File: src/csfu_pkg.sv
// Package with the register map, flag layout, opcodes and carriers of the status flag unit
`default_nettype none
package csfu_pkg;
	localparam int          ADDR_W      = 4;
	localparam int          DATA_W      = 32;
	localparam int          FLAG_W      = 8;
	localparam int          EVT_W       = 3;
	localparam logic [3:0]  REG_FLAGS   = 4'h0;
	localparam logic [3:0]  REG_EVT_ST  = 4'h4;
	localparam logic [3:0]  REG_EVT_CLR = 4'h8;
	localparam logic [3:0]  REG_EVT_EN  = 4'hC;
	localparam logic [7:0]  FLAGS_RST   = 8'h00;
	localparam logic [7:0]  SW_MASK     = 8'hCF;
	localparam logic [2:0]  EVT_RST     = 3'h0;
	localparam int          EVT_WDT     = 0;
	localparam int          EVT_HALT    = 1;
	localparam int          EVT_WRAP    = 2;
	localparam int          MSB         = 7;
	localparam int          NIB         = 4;
	localparam logic [1:0]  RESP_OKAY   = 2'h0;
	localparam logic [1:0]  RESP_SLVERR = 2'h2;
	localparam logic [31:0] RDATA_ZERO  = 32'h0000_0000;

	typedef enum logic [3:0] {
		OP_NOP,
		OP_ADD,
		OP_ADD_CARRY,
		OP_SUB,
		OP_SUBTRACT_WITH_BORROW,
		OP_AND,
		OP_OR,
		OP_XOR,
		OP_ROT_RIGHT_CARRY,
		OP_ROT_LEFT_CARRY,
		OP_WATCHDOG_CLEAR,
		OP_HALT,
		OP_CALL,
		OP_INT_ENTRY
	} csfu_op_e;

	typedef struct packed {
		logic       valid;
		csfu_op_e   op;
		logic [7:0] a;
		logic [7:0] b;
	} csfu_instr_s;

	// Field order matches the bit layout 7..0 of the condition flag register
	typedef struct packed {
		logic signed_result_flag;
		logic chained_zero_flag;
		logic wdt_expired_flag;
		logic halt_entered_flag;
		logic twos_complement_wrap_flag;
		logic zero_flag;
		logic nibble_carry_flag;
		logic carry_flag;
	} csfu_flags_s;
endpackage : csfu_pkg
`default_nettype wire

File: src/csfu_flag_calc.sv
// Combinational result and arithmetic flag computation for one instruction
`timescale 1ns/1ps
`default_nettype none
module csfu_flag_calc (
	input  wire csfu_pkg::csfu_instr_s instr,
	input  wire csfu_pkg::csfu_flags_s cur,
	output logic [7:0]                 result,
	output csfu_pkg::csfu_flags_s      calc,
	output logic [7:0]                 upd
);
	import csfu_pkg::*;

	wire       is_sub   = (instr.op == OP_SUB) || (instr.op == OP_SUBTRACT_WITH_BORROW);
	wire       is_add   = (instr.op == OP_ADD) || (instr.op == OP_ADD_CARRY);
	wire       is_logic = (instr.op == OP_AND) || (instr.op == OP_OR) || (instr.op == OP_XOR);
	wire [7:0] opb      = is_sub ? ~instr.b : instr.b;
	// Subtract is add of the inverted operand, so carry out means no borrow
	wire       cin      = (instr.op == OP_SUB) ? 1'b1 :
	                      ((instr.op == OP_ADD_CARRY) ||
	                       (instr.op == OP_SUBTRACT_WITH_BORROW)) ? cur.carry_flag : 1'b0;
	wire [8:0] sum      = {1'b0, instr.a} + {1'b0, opb} + {8'h00, cin};
	wire [4:0] low_sum  = {1'b0, instr.a[NIB-1:0]} + {1'b0, opb[NIB-1:0]} + {4'h0, cin};
	wire [7:0] msb_in   = {1'b0, instr.a[MSB-1:0]} + {1'b0, opb[MSB-1:0]} + {7'h00, cin};
	wire       wrap     = msb_in[MSB] ^ sum[MSB+1];

	always_comb begin
		result = instr.a;
		calc   = cur;
		upd    = 8'h00;
		case (instr.op)
			OP_ADD, OP_ADD_CARRY, OP_SUB, OP_SUBTRACT_WITH_BORROW: begin
				result                         = sum[MSB:0];
				calc.carry_flag                = sum[MSB+1];
				calc.nibble_carry_flag         = low_sum[NIB];
				calc.zero_flag                 = (sum[MSB:0] == 8'h00);
				calc.twos_complement_wrap_flag = wrap;
				calc.signed_result_flag        = wrap ^ sum[MSB];
				// Borrow chain keeps zero across a multi-byte subtract
				calc.chained_zero_flag = (instr.op == OP_SUBTRACT_WITH_BORROW) ?
				                         (cur.chained_zero_flag & (sum[MSB:0] == 8'h00)) :
				                         (sum[MSB:0] == 8'h00);
				upd = SW_MASK;
			end
			OP_AND, OP_OR, OP_XOR: begin
				result = (instr.op == OP_AND) ? (instr.a & instr.b) :
				         (instr.op == OP_OR)  ? (instr.a | instr.b) : (instr.a ^ instr.b);
				calc.zero_flag = (result == 8'h00);
				upd            = 8'h04;
			end
			OP_ROT_RIGHT_CARRY: begin
				result          = {cur.carry_flag, instr.a[MSB:1]};
				calc.carry_flag = instr.a[0];
				upd             = 8'h01;
			end
			OP_ROT_LEFT_CARRY: begin
				result          = {instr.a[MSB-1:0], cur.carry_flag};
				calc.carry_flag = instr.a[MSB];
				upd             = 8'h01;
			end
			default: begin
				result = instr.a;
			end
		endcase
	end

	wire unused_ok = is_add | is_logic;
endmodule : csfu_flag_calc
`default_nettype wire

File: src/csfu_top.sv
// Status flag unit of the core with its register slave and event interrupt
//
// Overview of operation
// - Software writes never change the watchdog-expired or halt-entered flags.
// - Other flag bits are software writable and normally follow the latest operation.
// - Watchdog-expired clears on reset, watchdog clear, halt; sets on watchdog timeout.
// - Halt-entered clears on reset or watchdog clear, sets on halt only.
// - Carry sets on add carry-out or subtract without borrow, else clears.
// - Rotates through carry move old carry in and shifted-out bit to carry.
// - Nibble carry sets on low-nibble carry or no nibble borrow, else clears.
// - Zero flag follows whether an arithmetic or logical result is zero.
// - Wrap flag is carry into bit 7 differing from carry out.
// - Signed-result flag is wrap flag xor result bit 7.
// - Chained-zero flag combines flags depending on the instruction.
// - Calls and interrupt entry leave the flag register untouched.
`timescale 1ns/1ps
`default_nettype none
module csfu_top (
	input  wire logic                  aclk,
	input  wire logic                  aresetn,
	input  wire logic [3:0]            s_axi_awaddr,
	input  wire logic                  s_axi_awvalid,
	output logic                       s_axi_awready,
	input  wire logic [31:0]           s_axi_wdata,
	input  wire logic [3:0]            s_axi_wstrb,
	input  wire logic                  s_axi_wvalid,
	output logic                       s_axi_wready,
	output logic [1:0]                 s_axi_bresp,
	output logic                       s_axi_bvalid,
	input  wire logic                  s_axi_bready,
	input  wire logic [3:0]            s_axi_araddr,
	input  wire logic                  s_axi_arvalid,
	output logic                       s_axi_arready,
	output logic [31:0]                s_axi_rdata,
	output logic [1:0]                 s_axi_rresp,
	output logic                       s_axi_rvalid,
	input  wire logic                  s_axi_rready,
	input  wire csfu_pkg::csfu_instr_s instr,
	input  wire logic                  wdt_timeout,
	output logic [7:0]                 alu_result,
	output csfu_pkg::csfu_flags_s      flags,
	output logic                       irq
);
	import csfu_pkg::*;

	logic [3:0]       aw_addr;
	logic             aw_hold;
	logic [31:0]      w_data;
	logic [3:0]       w_strb;
	logic             w_hold;
	logic [EVT_W-1:0] evt_status;
	logic [EVT_W-1:0] evt_enable;
	logic [7:0]       calc_result;
	logic [7:0]       calc_upd;
	csfu_flags_s      calc_flags;
	csfu_flags_s      next_flags;

	csfu_flag_calc u_calc (
		.instr  (instr),
		.cur    (flags),
		.result (calc_result),
		.calc   (calc_flags),
		.upd    (calc_upd)
	);

	// Write side: address and data are caught separately, committed together
	assign s_axi_awready = !aw_hold && !s_axi_bvalid;
	assign s_axi_wready  = !w_hold && !s_axi_bvalid;
	wire   do_write      = aw_hold && w_hold && !s_axi_bvalid;
	wire   wr_lane0      = do_write && w_strb[0];
	wire   wr_flags      = wr_lane0 && (aw_addr == REG_FLAGS);
	wire   wr_clr        = wr_lane0 && (aw_addr == REG_EVT_CLR);
	wire   wr_en         = wr_lane0 && (aw_addr == REG_EVT_EN);
	wire   aw_mapped     = (aw_addr == REG_FLAGS) || (aw_addr == REG_EVT_ST) ||
	                       (aw_addr == REG_EVT_CLR) || (aw_addr == REG_EVT_EN);

	always_ff @(posedge aclk) begin
		if (!aresetn) begin
			aw_hold <= 1'b0;
			aw_addr <= 4'h0;
		end else if (s_axi_awvalid && s_axi_awready) begin
			aw_hold <= 1'b1;
			aw_addr <= s_axi_awaddr;
		end else if (do_write) begin
			aw_hold <= 1'b0;
		end
	end

	always_ff @(posedge aclk) begin
		if (!aresetn) begin
			w_hold <= 1'b0;
			w_data <= 32'h0000_0000;
			w_strb <= 4'h0;
		end else if (s_axi_wvalid && s_axi_wready) begin
			w_hold <= 1'b1;
			w_data <= s_axi_wdata;
			w_strb <= s_axi_wstrb;
		end else if (do_write) begin
			w_hold <= 1'b0;
		end
	end

	always_ff @(posedge aclk) begin
		if (!aresetn) begin
			s_axi_bvalid <= 1'b0;
			s_axi_bresp  <= RESP_OKAY;
		end else if (do_write) begin
			s_axi_bvalid <= 1'b1;
			s_axi_bresp  <= aw_mapped ? RESP_OKAY : RESP_SLVERR;
		end else if (s_axi_bready) begin
			s_axi_bvalid <= 1'b0;
		end
	end

	// Read side: one cycle from address to data
	assign s_axi_arready = !s_axi_rvalid;
	wire   ar_mapped     = (s_axi_araddr == REG_FLAGS) || (s_axi_araddr == REG_EVT_ST) ||
	                       (s_axi_araddr == REG_EVT_CLR) || (s_axi_araddr == REG_EVT_EN);
	// Clear register is write-only and reads back as zero
	wire [31:0] rd_mux   = (s_axi_araddr == REG_FLAGS)  ? {24'h000000, flags} :
	                       (s_axi_araddr == REG_EVT_ST) ? {29'h00000000, evt_status} :
	                       (s_axi_araddr == REG_EVT_EN) ? {29'h00000000, evt_enable} :
	                       RDATA_ZERO;

	always_ff @(posedge aclk) begin
		if (!aresetn) begin
			s_axi_rvalid <= 1'b0;
			s_axi_rdata  <= RDATA_ZERO;
			s_axi_rresp  <= RESP_OKAY;
		end else if (s_axi_arvalid && s_axi_arready) begin
			s_axi_rvalid <= 1'b1;
			s_axi_rdata  <= rd_mux;
			s_axi_rresp  <= ar_mapped ? RESP_OKAY : RESP_SLVERR;
		end else if (s_axi_rready) begin
			s_axi_rvalid <= 1'b0;
		end
	end

	// Flag register; a bus write wins over an instruction update in the same cycle
	wire [7:0] sw_sel  = wr_flags ? SW_MASK : 8'h00;
	wire [7:0] alu_sel = instr.valid ? (calc_upd & SW_MASK & ~sw_sel) : 8'h00;
	wire [7:0] keep    = ~sw_sel & ~alu_sel & SW_MASK;
	// Call and interrupt entry raise no update mask, so the flags simply stay
	wire [7:0] arith   = (w_data[7:0] & sw_sel) | (calc_flags & alu_sel) | (flags & keep);
	wire is_wclr = instr.valid && (instr.op == OP_WATCHDOG_CLEAR);
	wire is_halt = instr.valid && (instr.op == OP_HALT);

	always_comb begin
		next_flags = csfu_flags_s'(arith);
		// Timeout set wins over a clear in the same cycle
		next_flags.wdt_expired_flag  = wdt_timeout ? 1'b1 :
		                               (is_wclr || is_halt) ? 1'b0 : flags.wdt_expired_flag;
		next_flags.halt_entered_flag = is_halt ? 1'b1 :
		                               is_wclr ? 1'b0 : flags.halt_entered_flag;
	end

	// Power-up is the reset; arithmetic bits are undefined then, so zero is chosen
	always_ff @(posedge aclk) begin
		if (!aresetn) begin
			flags <= csfu_flags_s'(FLAGS_RST);
		end else begin
			flags <= next_flags;
		end
	end

	always_ff @(posedge aclk) begin
		if (!aresetn) begin
			alu_result <= 8'h00;
		end else if (instr.valid) begin
			alu_result <= calc_result;
		end
	end

	// Events: watchdog timeout, halt entry, arithmetic wrap; set wins over clear
	wire [EVT_W-1:0] evt_set = {alu_sel[3] & calc_flags.twos_complement_wrap_flag,
	                            is_halt, wdt_timeout};
	wire [EVT_W-1:0] evt_clr = wr_clr ? w_data[EVT_W-1:0] : EVT_RST;

	always_ff @(posedge aclk) begin
		if (!aresetn) begin
			evt_status <= EVT_RST;
			evt_enable <= EVT_RST;
		end else begin
			evt_status <= (evt_status & ~evt_clr) | evt_set;
			if (wr_en) begin
				evt_enable <= w_data[EVT_W-1:0];
			end
		end
	end

	assign irq = |(evt_status & evt_enable);

	wire [8:0] chk_add = {1'b0, instr.a} + {1'b0, instr.b};
	wire       alu_arith = instr.valid && !wr_flags && ((instr.op == OP_ADD) ||
	                       (instr.op == OP_SUB) || (instr.op == OP_SUBTRACT_WITH_BORROW));
endmodule : csfu_top
`default_nettype wire

File: config.mk
export PLATFORM = sky130hd
export DESIGN_NAME = csfu_top
export DESIGN_NICKNAME = d
export VERILOG_FILES = /design/src/csfu_pkg.sv /design/src/csfu_flag_calc.sv /design/src/csfu_top.sv
export SDC_FILE = /design/constraint.sdc
export NUM_CORES = 1
export LEC_CHECK = 0
export BUFFER_PORTS_ARGS = -buffer_cell sky130_fd_sc_hd__buf_2
export CAP_MARGIN = 20
export CORE_AREA = 4 4 85 127
export CTS_CLUSTER_DIAMETER = 80
export CTS_CLUSTER_SIZE = 20
export DETAILED_ROUTE_END_ITERATION = 10
export DIE_AREA = 0 0 89 131
export MAX_ROUTING_LAYER = met4
export PLACE_DENSITY = 0.74
export SKIP_CTS_REPAIR_TIMING = 1
export SLEW_MARGIN = 10
export SYNTH_ARGS = -nofsm -noshare
export SYNTH_HDL_FRONTEND = slang
export SYNTH_SLANG_ARGS = --single-unit
File: constraint.sdc
create_clock -name aclk -period 4.6 [get_ports aclk]
set_input_delay 0.69 -clock aclk [delete_from_list [all_inputs] [get_ports aclk]]
set_output_delay 0.69 -clock aclk [all_outputs]
set_load 0.02 [all_outputs]
==> Yosys cells after proc, flatten, opt, wreduce, memory -nomap -nowiden <==
Cells that the tools add are included.
{ "totals": {"regBits": 75, "latchBits": 0, "ramBits": 0, "rom_bits": 0, "in_bits": 73, "output_inout_bits": 58, "wordCells": 137, "mem_count": 0} }
{ "classes": {"addsub": 6, "mul": 0, "div_mod_pow": 0, "magnitude_cmp": 0, "n_eq_ne": 17, "shift": 0, "muxes": 32, "n_bitwise": 21, "reduce_logical": 40} }
{ "op_table": {"columns": ["cell", "n"], "rows": [
  ["AND 8 bit", 6],
  ["2-to-1 mux 8 bit", 6],
  ["== test 4 bit (second input constant)", 8],
  ["one-hot mux 8 bit (4 select lines)", 1],
  ["== test 4 x 3 -> 1 bit (second input constant)", 6],
  ["NOT 8 bit", 3],
  ["OR 8 bit", 3],
  ["one-hot mux 8 bit (3 select lines)", 1],
  ["logical NOT 8 bit", 2],
  ["2-to-1 mux 1 bit", 16],
  ["logical AND 1 bit", 13],
  ["nonzero test 2 bit", 6],
  ["adder 8 x 8 -> 9 bit", 1],
  ["adder 9 x 1 -> 9 bit", 1],
  ["logical OR 1 bit", 9],
  ["2-to-1 mux 3 bit", 3],
  ["adder 7 x 7 -> 8 bit", 1],
  ["adder 8 x 1 -> 8 bit", 1],
  ["== test 4 x 2 -> 1 bit (second input constant)", 2],
  ["logical NOT 4 bit", 2],
  ["bitwise XOR 8 bit", 1],
  ["AND 3 bit", 2],
  ["2-to-1 mux 2 bit", 3],
  ["OR reduction 3 bit", 2],
  ["other kinds (12)", 17]
]} }

==> Logic depth before layout (Yosys ltp) <==
{ "logic_depth": {"depth_word": 12, "ltp_mapped": 14, "ltp_nobuf": 12} }

==> Modules after synthesis <==
Synthesis repeated with hierarchy kept, for this count alone.
{ "unflattened": {"hier_cells": 484, "area_unflattened_um2": 3887.5} }
{ "by_module_without_submodules": {"columns": ["mod", "instances", "cells_per_inst", "area_each_um2", "seq_area_each_um2"], "rows": [
  ["csfu_top", 1, 234, 2168.3, 940.9],
  ["csfu_flag_calc", 1, 250, 1719.1, 0.0]
]} }

==> Least setup slack after synthesis <==
Ideal clock, no wire load.
{ "synth_path": {"kind": "in2reg", "start": "input port instr[16] in the netlist's numbering", "end": "register flags[0] in the netlist's numbering", "setup_ps": 58, "t_arrival_ps": 3465, "required_ps": 4542, "path_slack_ps": 1078, "cell_stages": 13, "n_path_buf": 1, "path_cell_list": "buf_4 nor2_2 nand2_2 a21oi_4 xnor2_1 fa_1 fa_1 nor2b_1 o31ai_1 a311oi_1 nand2_1 a311oi_1 a31o_2"} }
{ "synth_between": {"elab_chain_cells": 9, "elab_cells_between_ends": 29, "classes_between": "2 x add/sub; 9 x eq/ne; 6 x mux; 7 x bitwise; 5 x reduce/logical"} }
{ "synth_lines": {"columns": ["item", "line_no", "rtl"], "rows": [
  ["start, declared", "csfu_top.sv:38", "input wire csfu_pkg::csfu_instr_s instr,"],
  ["== test 4 x 2 -> 1 bit, or another cell as far along", "csfu_flag_calc.sv:13, csfu_flag_calc.sv:18, csfu_flag_calc.sv:30", null],
  ["logical OR 1 bit, or another cell as far along", "csfu_flag_calc.sv:13", "wire is_sub = (instr.op == OP_SUB) || (instr.op == OP_SUBTRACT_WITH_BORROW);"],
  ["2-to-1 mux 8 bit, or another cell as far along", "csfu_flag_calc.sv:16", "wire [7:0] opb = is_sub ? ~instr.b : instr.b;"],
  ["adder 8 x 8 -> 9 bit, or another cell as far along", "csfu_flag_calc.sv:21", "wire [8:0] sum = {1'b0, instr.a} + {1'b0, opb} + {8'h00, cin};"],
  ["adder 9 x 1 -> 9 bit / 2-to-1 mux 8 bit (equally long branches)", "csfu_flag_calc.sv:21, csfu_top.sv:141", null],
  ["one-hot mux 1 bit (3 select lines) / NOT 8 bit (equally long branches)", "csfu_flag_calc.sv:30, csfu_top.sv:142", null],
  ["AND 8 bit (on tied branches)", "csfu_top.sv:144, csfu_top.sv:142", null],
  ["OR 8 bit / AND 8 bit (equally long branches)", "csfu_top.sv:144", "wire [7:0] arith = (w_data[7:0] & sw_sel) | (calc_flags & alu_sel) | (flags & keep);"],
  ["OR 8 bit (*)", "csfu_top.sv:144", null],
  ["end signal, assigned", "csfu_top.sv:160", "flags <= csfu_flags_s'(FLAGS_RST);"],
  ["end signal, assigned", "csfu_top.sv:162", "flags <= next_flags;"],
  ["end, declared", "csfu_top.sv:41", "output csfu_pkg::csfu_flags_s flags,"]
]} }
Every way passes the cells marked *; elsewhere a longest branch is shown, timed or not.
A chain may end at the register's enable or synchronous reset.

==> Final worst setup path <==
{ "layout_path": {"start": "input port instr[18] in the netlist's numbering", "end": "register flags[0] in the netlist's numbering"} }
The elaborated chain is that of the path after synthesis.

==> reports/results.txt <==
Outcome: finished, final reports clean
Row cnt: 44
Initial drt markers: 171
Most frequent cells in the layout: buf_2 (75), dfxtp_1 (47), nor2b_1 (39)
Gpl congestion: 0.960
Non-Filler Instances: 646
Slowest stage delay, CP: 0.42 ns
Routed wire length per instance: 16.1 µm
Combinational Power Share: 0.308
Antenna viol nets, final: 0
Setup TNS: 0 ns
Synth warnings: 0
First-pass GRT wire length: 16000 µm
Synth top area share: 0.249
All-Layer GR Usage: 0.178
Crit-path slowest cell: fa_1
Crit. Startpoint: instr[18]
Synth area leader: dfxtp_1
Clk pwr share: 0.306
Pwr/cell area: 272 mW/mm²
Period utilisation layout: 0.804
CP Max Fanout: 22
EDFF count, synth: 0
CORE AREA: 0.00963 mm²
Switching share of power: 0.338
Worst setup path endpoint: flags[0]
Num CTS Buffers: 5
Asr flop ratio synth: 0
R2R cell count: 11
Via count: 3522
WS Path Type: in2reg
Vias in the first global route: 3406
Final setup violation count: 0
Fin nets: 628
Drt total wl: 10400 µm
Count of input and output buffers: 75
Area of the multi-input gates: 0.00253 mm²
Most common cell after layout, fill and taps aside: buf_2
Final Critical Period: 3.70 ns
Sink Count: 47
Final HPWL DP: 8180 µm
FMAX: 270 MHz
Max-cap check violation count: 0
Core Util, Final: 0.442
Worst min-delay path class: reg2reg
DRC viols: 0
Syn-to-layout area delta: 12.5%
I/O pin total: 131
Max-slew violation count: 0
Maximum vdd ir drop: 0.302 mV
CP endpoint kind: register
Die area: 0.0117 mm²
RSZ-0062 raised after global routing: false
Filler instances: 965
P_int: 767 µW
DRT Pass-1 Iters: 4
Register area share after synthesis: 0.249
Startpoint Class: input pin
Layout cell share with drive strength beyond 1: 0.198
Ys flop type: dfxtp_1
CTS H-Tree Depth: 2
Yosys cell types: 68
Synth top area cells: dfxtp_1 (25%), ha_1 (7.6%), nor2b_1 (6.4%)
Slew @ Worst Pin: 0.808 ns
#FFs+latches synth: 47
Final hold violation count: 0
CTS tree: yes
Effective utilization at floorplan: 0.393
Required @ worst endpoint: 4.84 ns
Initial antenna violation count: 0
Netlist Area Pre-Place: 0.00378 mm²
Vias per inst: 5.45
Inst Count DP: 638
Mapped Cells: 468
Worst R2R Setup Slack: 1.39 ns
Largest net degree at the start of global routing: 52
Critical path arrival: 3.93 ns
Overflow after GRT: 0
Die H: 131 µm
FF-to-FF Start: flags[0]
Register area: 941 µm²
Sequential cell fraction of total power: 0.386
Reg2reg end: flags[0]
Avg Cell Area, Syn: 8.09 µm²
Clk_lat worst skew: 0.29 ns
Max Root-Sink Buffers: 2
CTS root buffer: clkbuf_16
Leakage dissipation: 0.00188 µW
Clk_skew: 0.00734 ns
Reg clk slew, reported paths: 0.06 ns
N_diodes: 0
Slew headroom: 0.457
CP cell instances: buf_2, nor2b_1, o21a_1, a31oi_1, or2_2, fa_1, fa_1, nor2b_1, o31ai_1, a311oi_1, nand2_1, a311oi_1, a31o_2
Sw Pwr: 391 µW
Die width: 89 µm
cell usage after synthesis (3+ instances only):
| master | count |
|---|---|
| a21o_1 | 3 |
| nor2b_1 | 39 |
| o2bb2ai_1 | 3 |
| o21ai_0 | 27 |
| clkbuf_1 | 11 |
| and2_1 | 12 |
| dfxtp_1 | 47 |
| xnor2_1 | 11 |
| a21oi_1 | 23 |
| o21a_1 | 9 |
| o21ai_1 | 7 |
| buf_2 | 5 |
| nand2b_1 | 8 |
| a21boi_0 | 3 |
| nand3_1 | 16 |
| a21boi_1 | 4 |
| a22oi_1 | 10 |
| inv_1 | 24 |
| a31oi_1 | 4 |
| o31ai_1 | 4 |
| o211ai_1 | 4 |
| nand4_1 | 3 |
| or2_2 | 4 |
| nor2_1 | 15 |
| or3_1 | 3 |
| mux2i_1 | 18 |
| nand2_1 | 29 |
| o22ai_1 | 3 |
| o211a_1 | 3 |
| nor3_1 | 7 |
| ha_1 | 23 |
| o221ai_1 | 4 |
| buf_4 | 31 |
| nor4b_1 | 4 |
final cells by class:
class | count | share of cell area
Clock buffer | 5 | 0.0294
Sequential cell | 47 | 0.221
Timing Repair Buffer | 79 | 0.0952
Inverter | 24 | 0.0212
Tap cell | 115 | 0.0338
Clock inverter | 3 | 0.00470
Multi-Input combinational cell | 373 | 0.595
how the worst min path moves through the flow:
| stage | from | end | slack, ns | depth (start not counted) |
|---|---|---|---|---|
| 2_1_floorplan | evt_status[2] | evt_status[2] | 0.45 | 2 |
| 3_3_place_gp | alu_result[2] | alu_result[2] | 0.46 | 2 |
| 3_5_place_dp | alu_result[1] | alu_result[1] | 0.46 | 2 |
| 4_1_cts | alu_result[1] | alu_result[1] | 0.47 | 2 |
| 5_1_grt | alu_result[1] | alu_result[1] | 0.49 | 2 |
| 6_report | alu_result[1] | alu_result[1] | 0.47 | 2 |
stage by stage:
| stage | hold WS [ns] | total power, µW | area [µm²] | setup slack (ns) |
|---|---|---|---|---|
| 6_report | 0.466 | 1160 | 4260 | 0.902 |
| 5_1_grt | 0.491 | 1230 | 4260 | 0.681 |
| 4_1_cts | 0.470 | 1170 | 4260 | 0.916 |
| 3_5_place_dp | 0.460 | 810 | 4110 | 0.633 |
| 3_3_place_gp | 0.457 | 802 | 4110 | 0.654 |
| 2_1_floorplan | 0.446 | 727 | 3880 | 1.08 |
state kept, by name, summed over array words and instances (netlist names), 3 cells and up:
| name | count |
|---|---|
| s_axi_rdata | 8 |
| aw_addr | 4 |
| w_data | 6 |
| flags | 8 |
| evt_status | 3 |
| evt_enable | 3 |
| alu_result | 8 |
metal layers:
layer  wire length (µm)  vias up  track usage
li1                   -     1740            -
met1               3830     1653        0.180
met2               5630      106        0.330
met3                566       23       0.0213
met4                341        0       0.0894
met5                  0        -            -
power groups by stage:
stage	registers, µW	logic [µW]	clock network, µW
after floorplan	466	262	0
after global placement	454	348	0
after detailed placement	455	354	0
after CTS	446	356	365
after global routing	449	396	381
final	447	357	354
logic make-up (layout without fill, tap and decap cells):
logic type      after synthesis  after routing  share of synthesized area
simple gates                160            160                      0.242
compound gates              131            131                      0.237
buf+inv                      73            111                      0.107
flops                        47             47                      0.249
fa+ha+maj                    25             25                     0.0866
mux                          18             18                     0.0476
xor+xnor                     13             13                     0.0301
other cells                   1             26                   0.000991
worst max-delay path, delay by kind of cell:
kind | cells | cell delay, ns
AO/OA/AOI/OAI | 6 | 1.20
adder cells (fa/ha/maj) | 2 | 0.84
buffers and inverters | 1 | 0.24
AND/OR/NAND/NOR | 4 | 0.96
(Power assumes the default switching activity.)
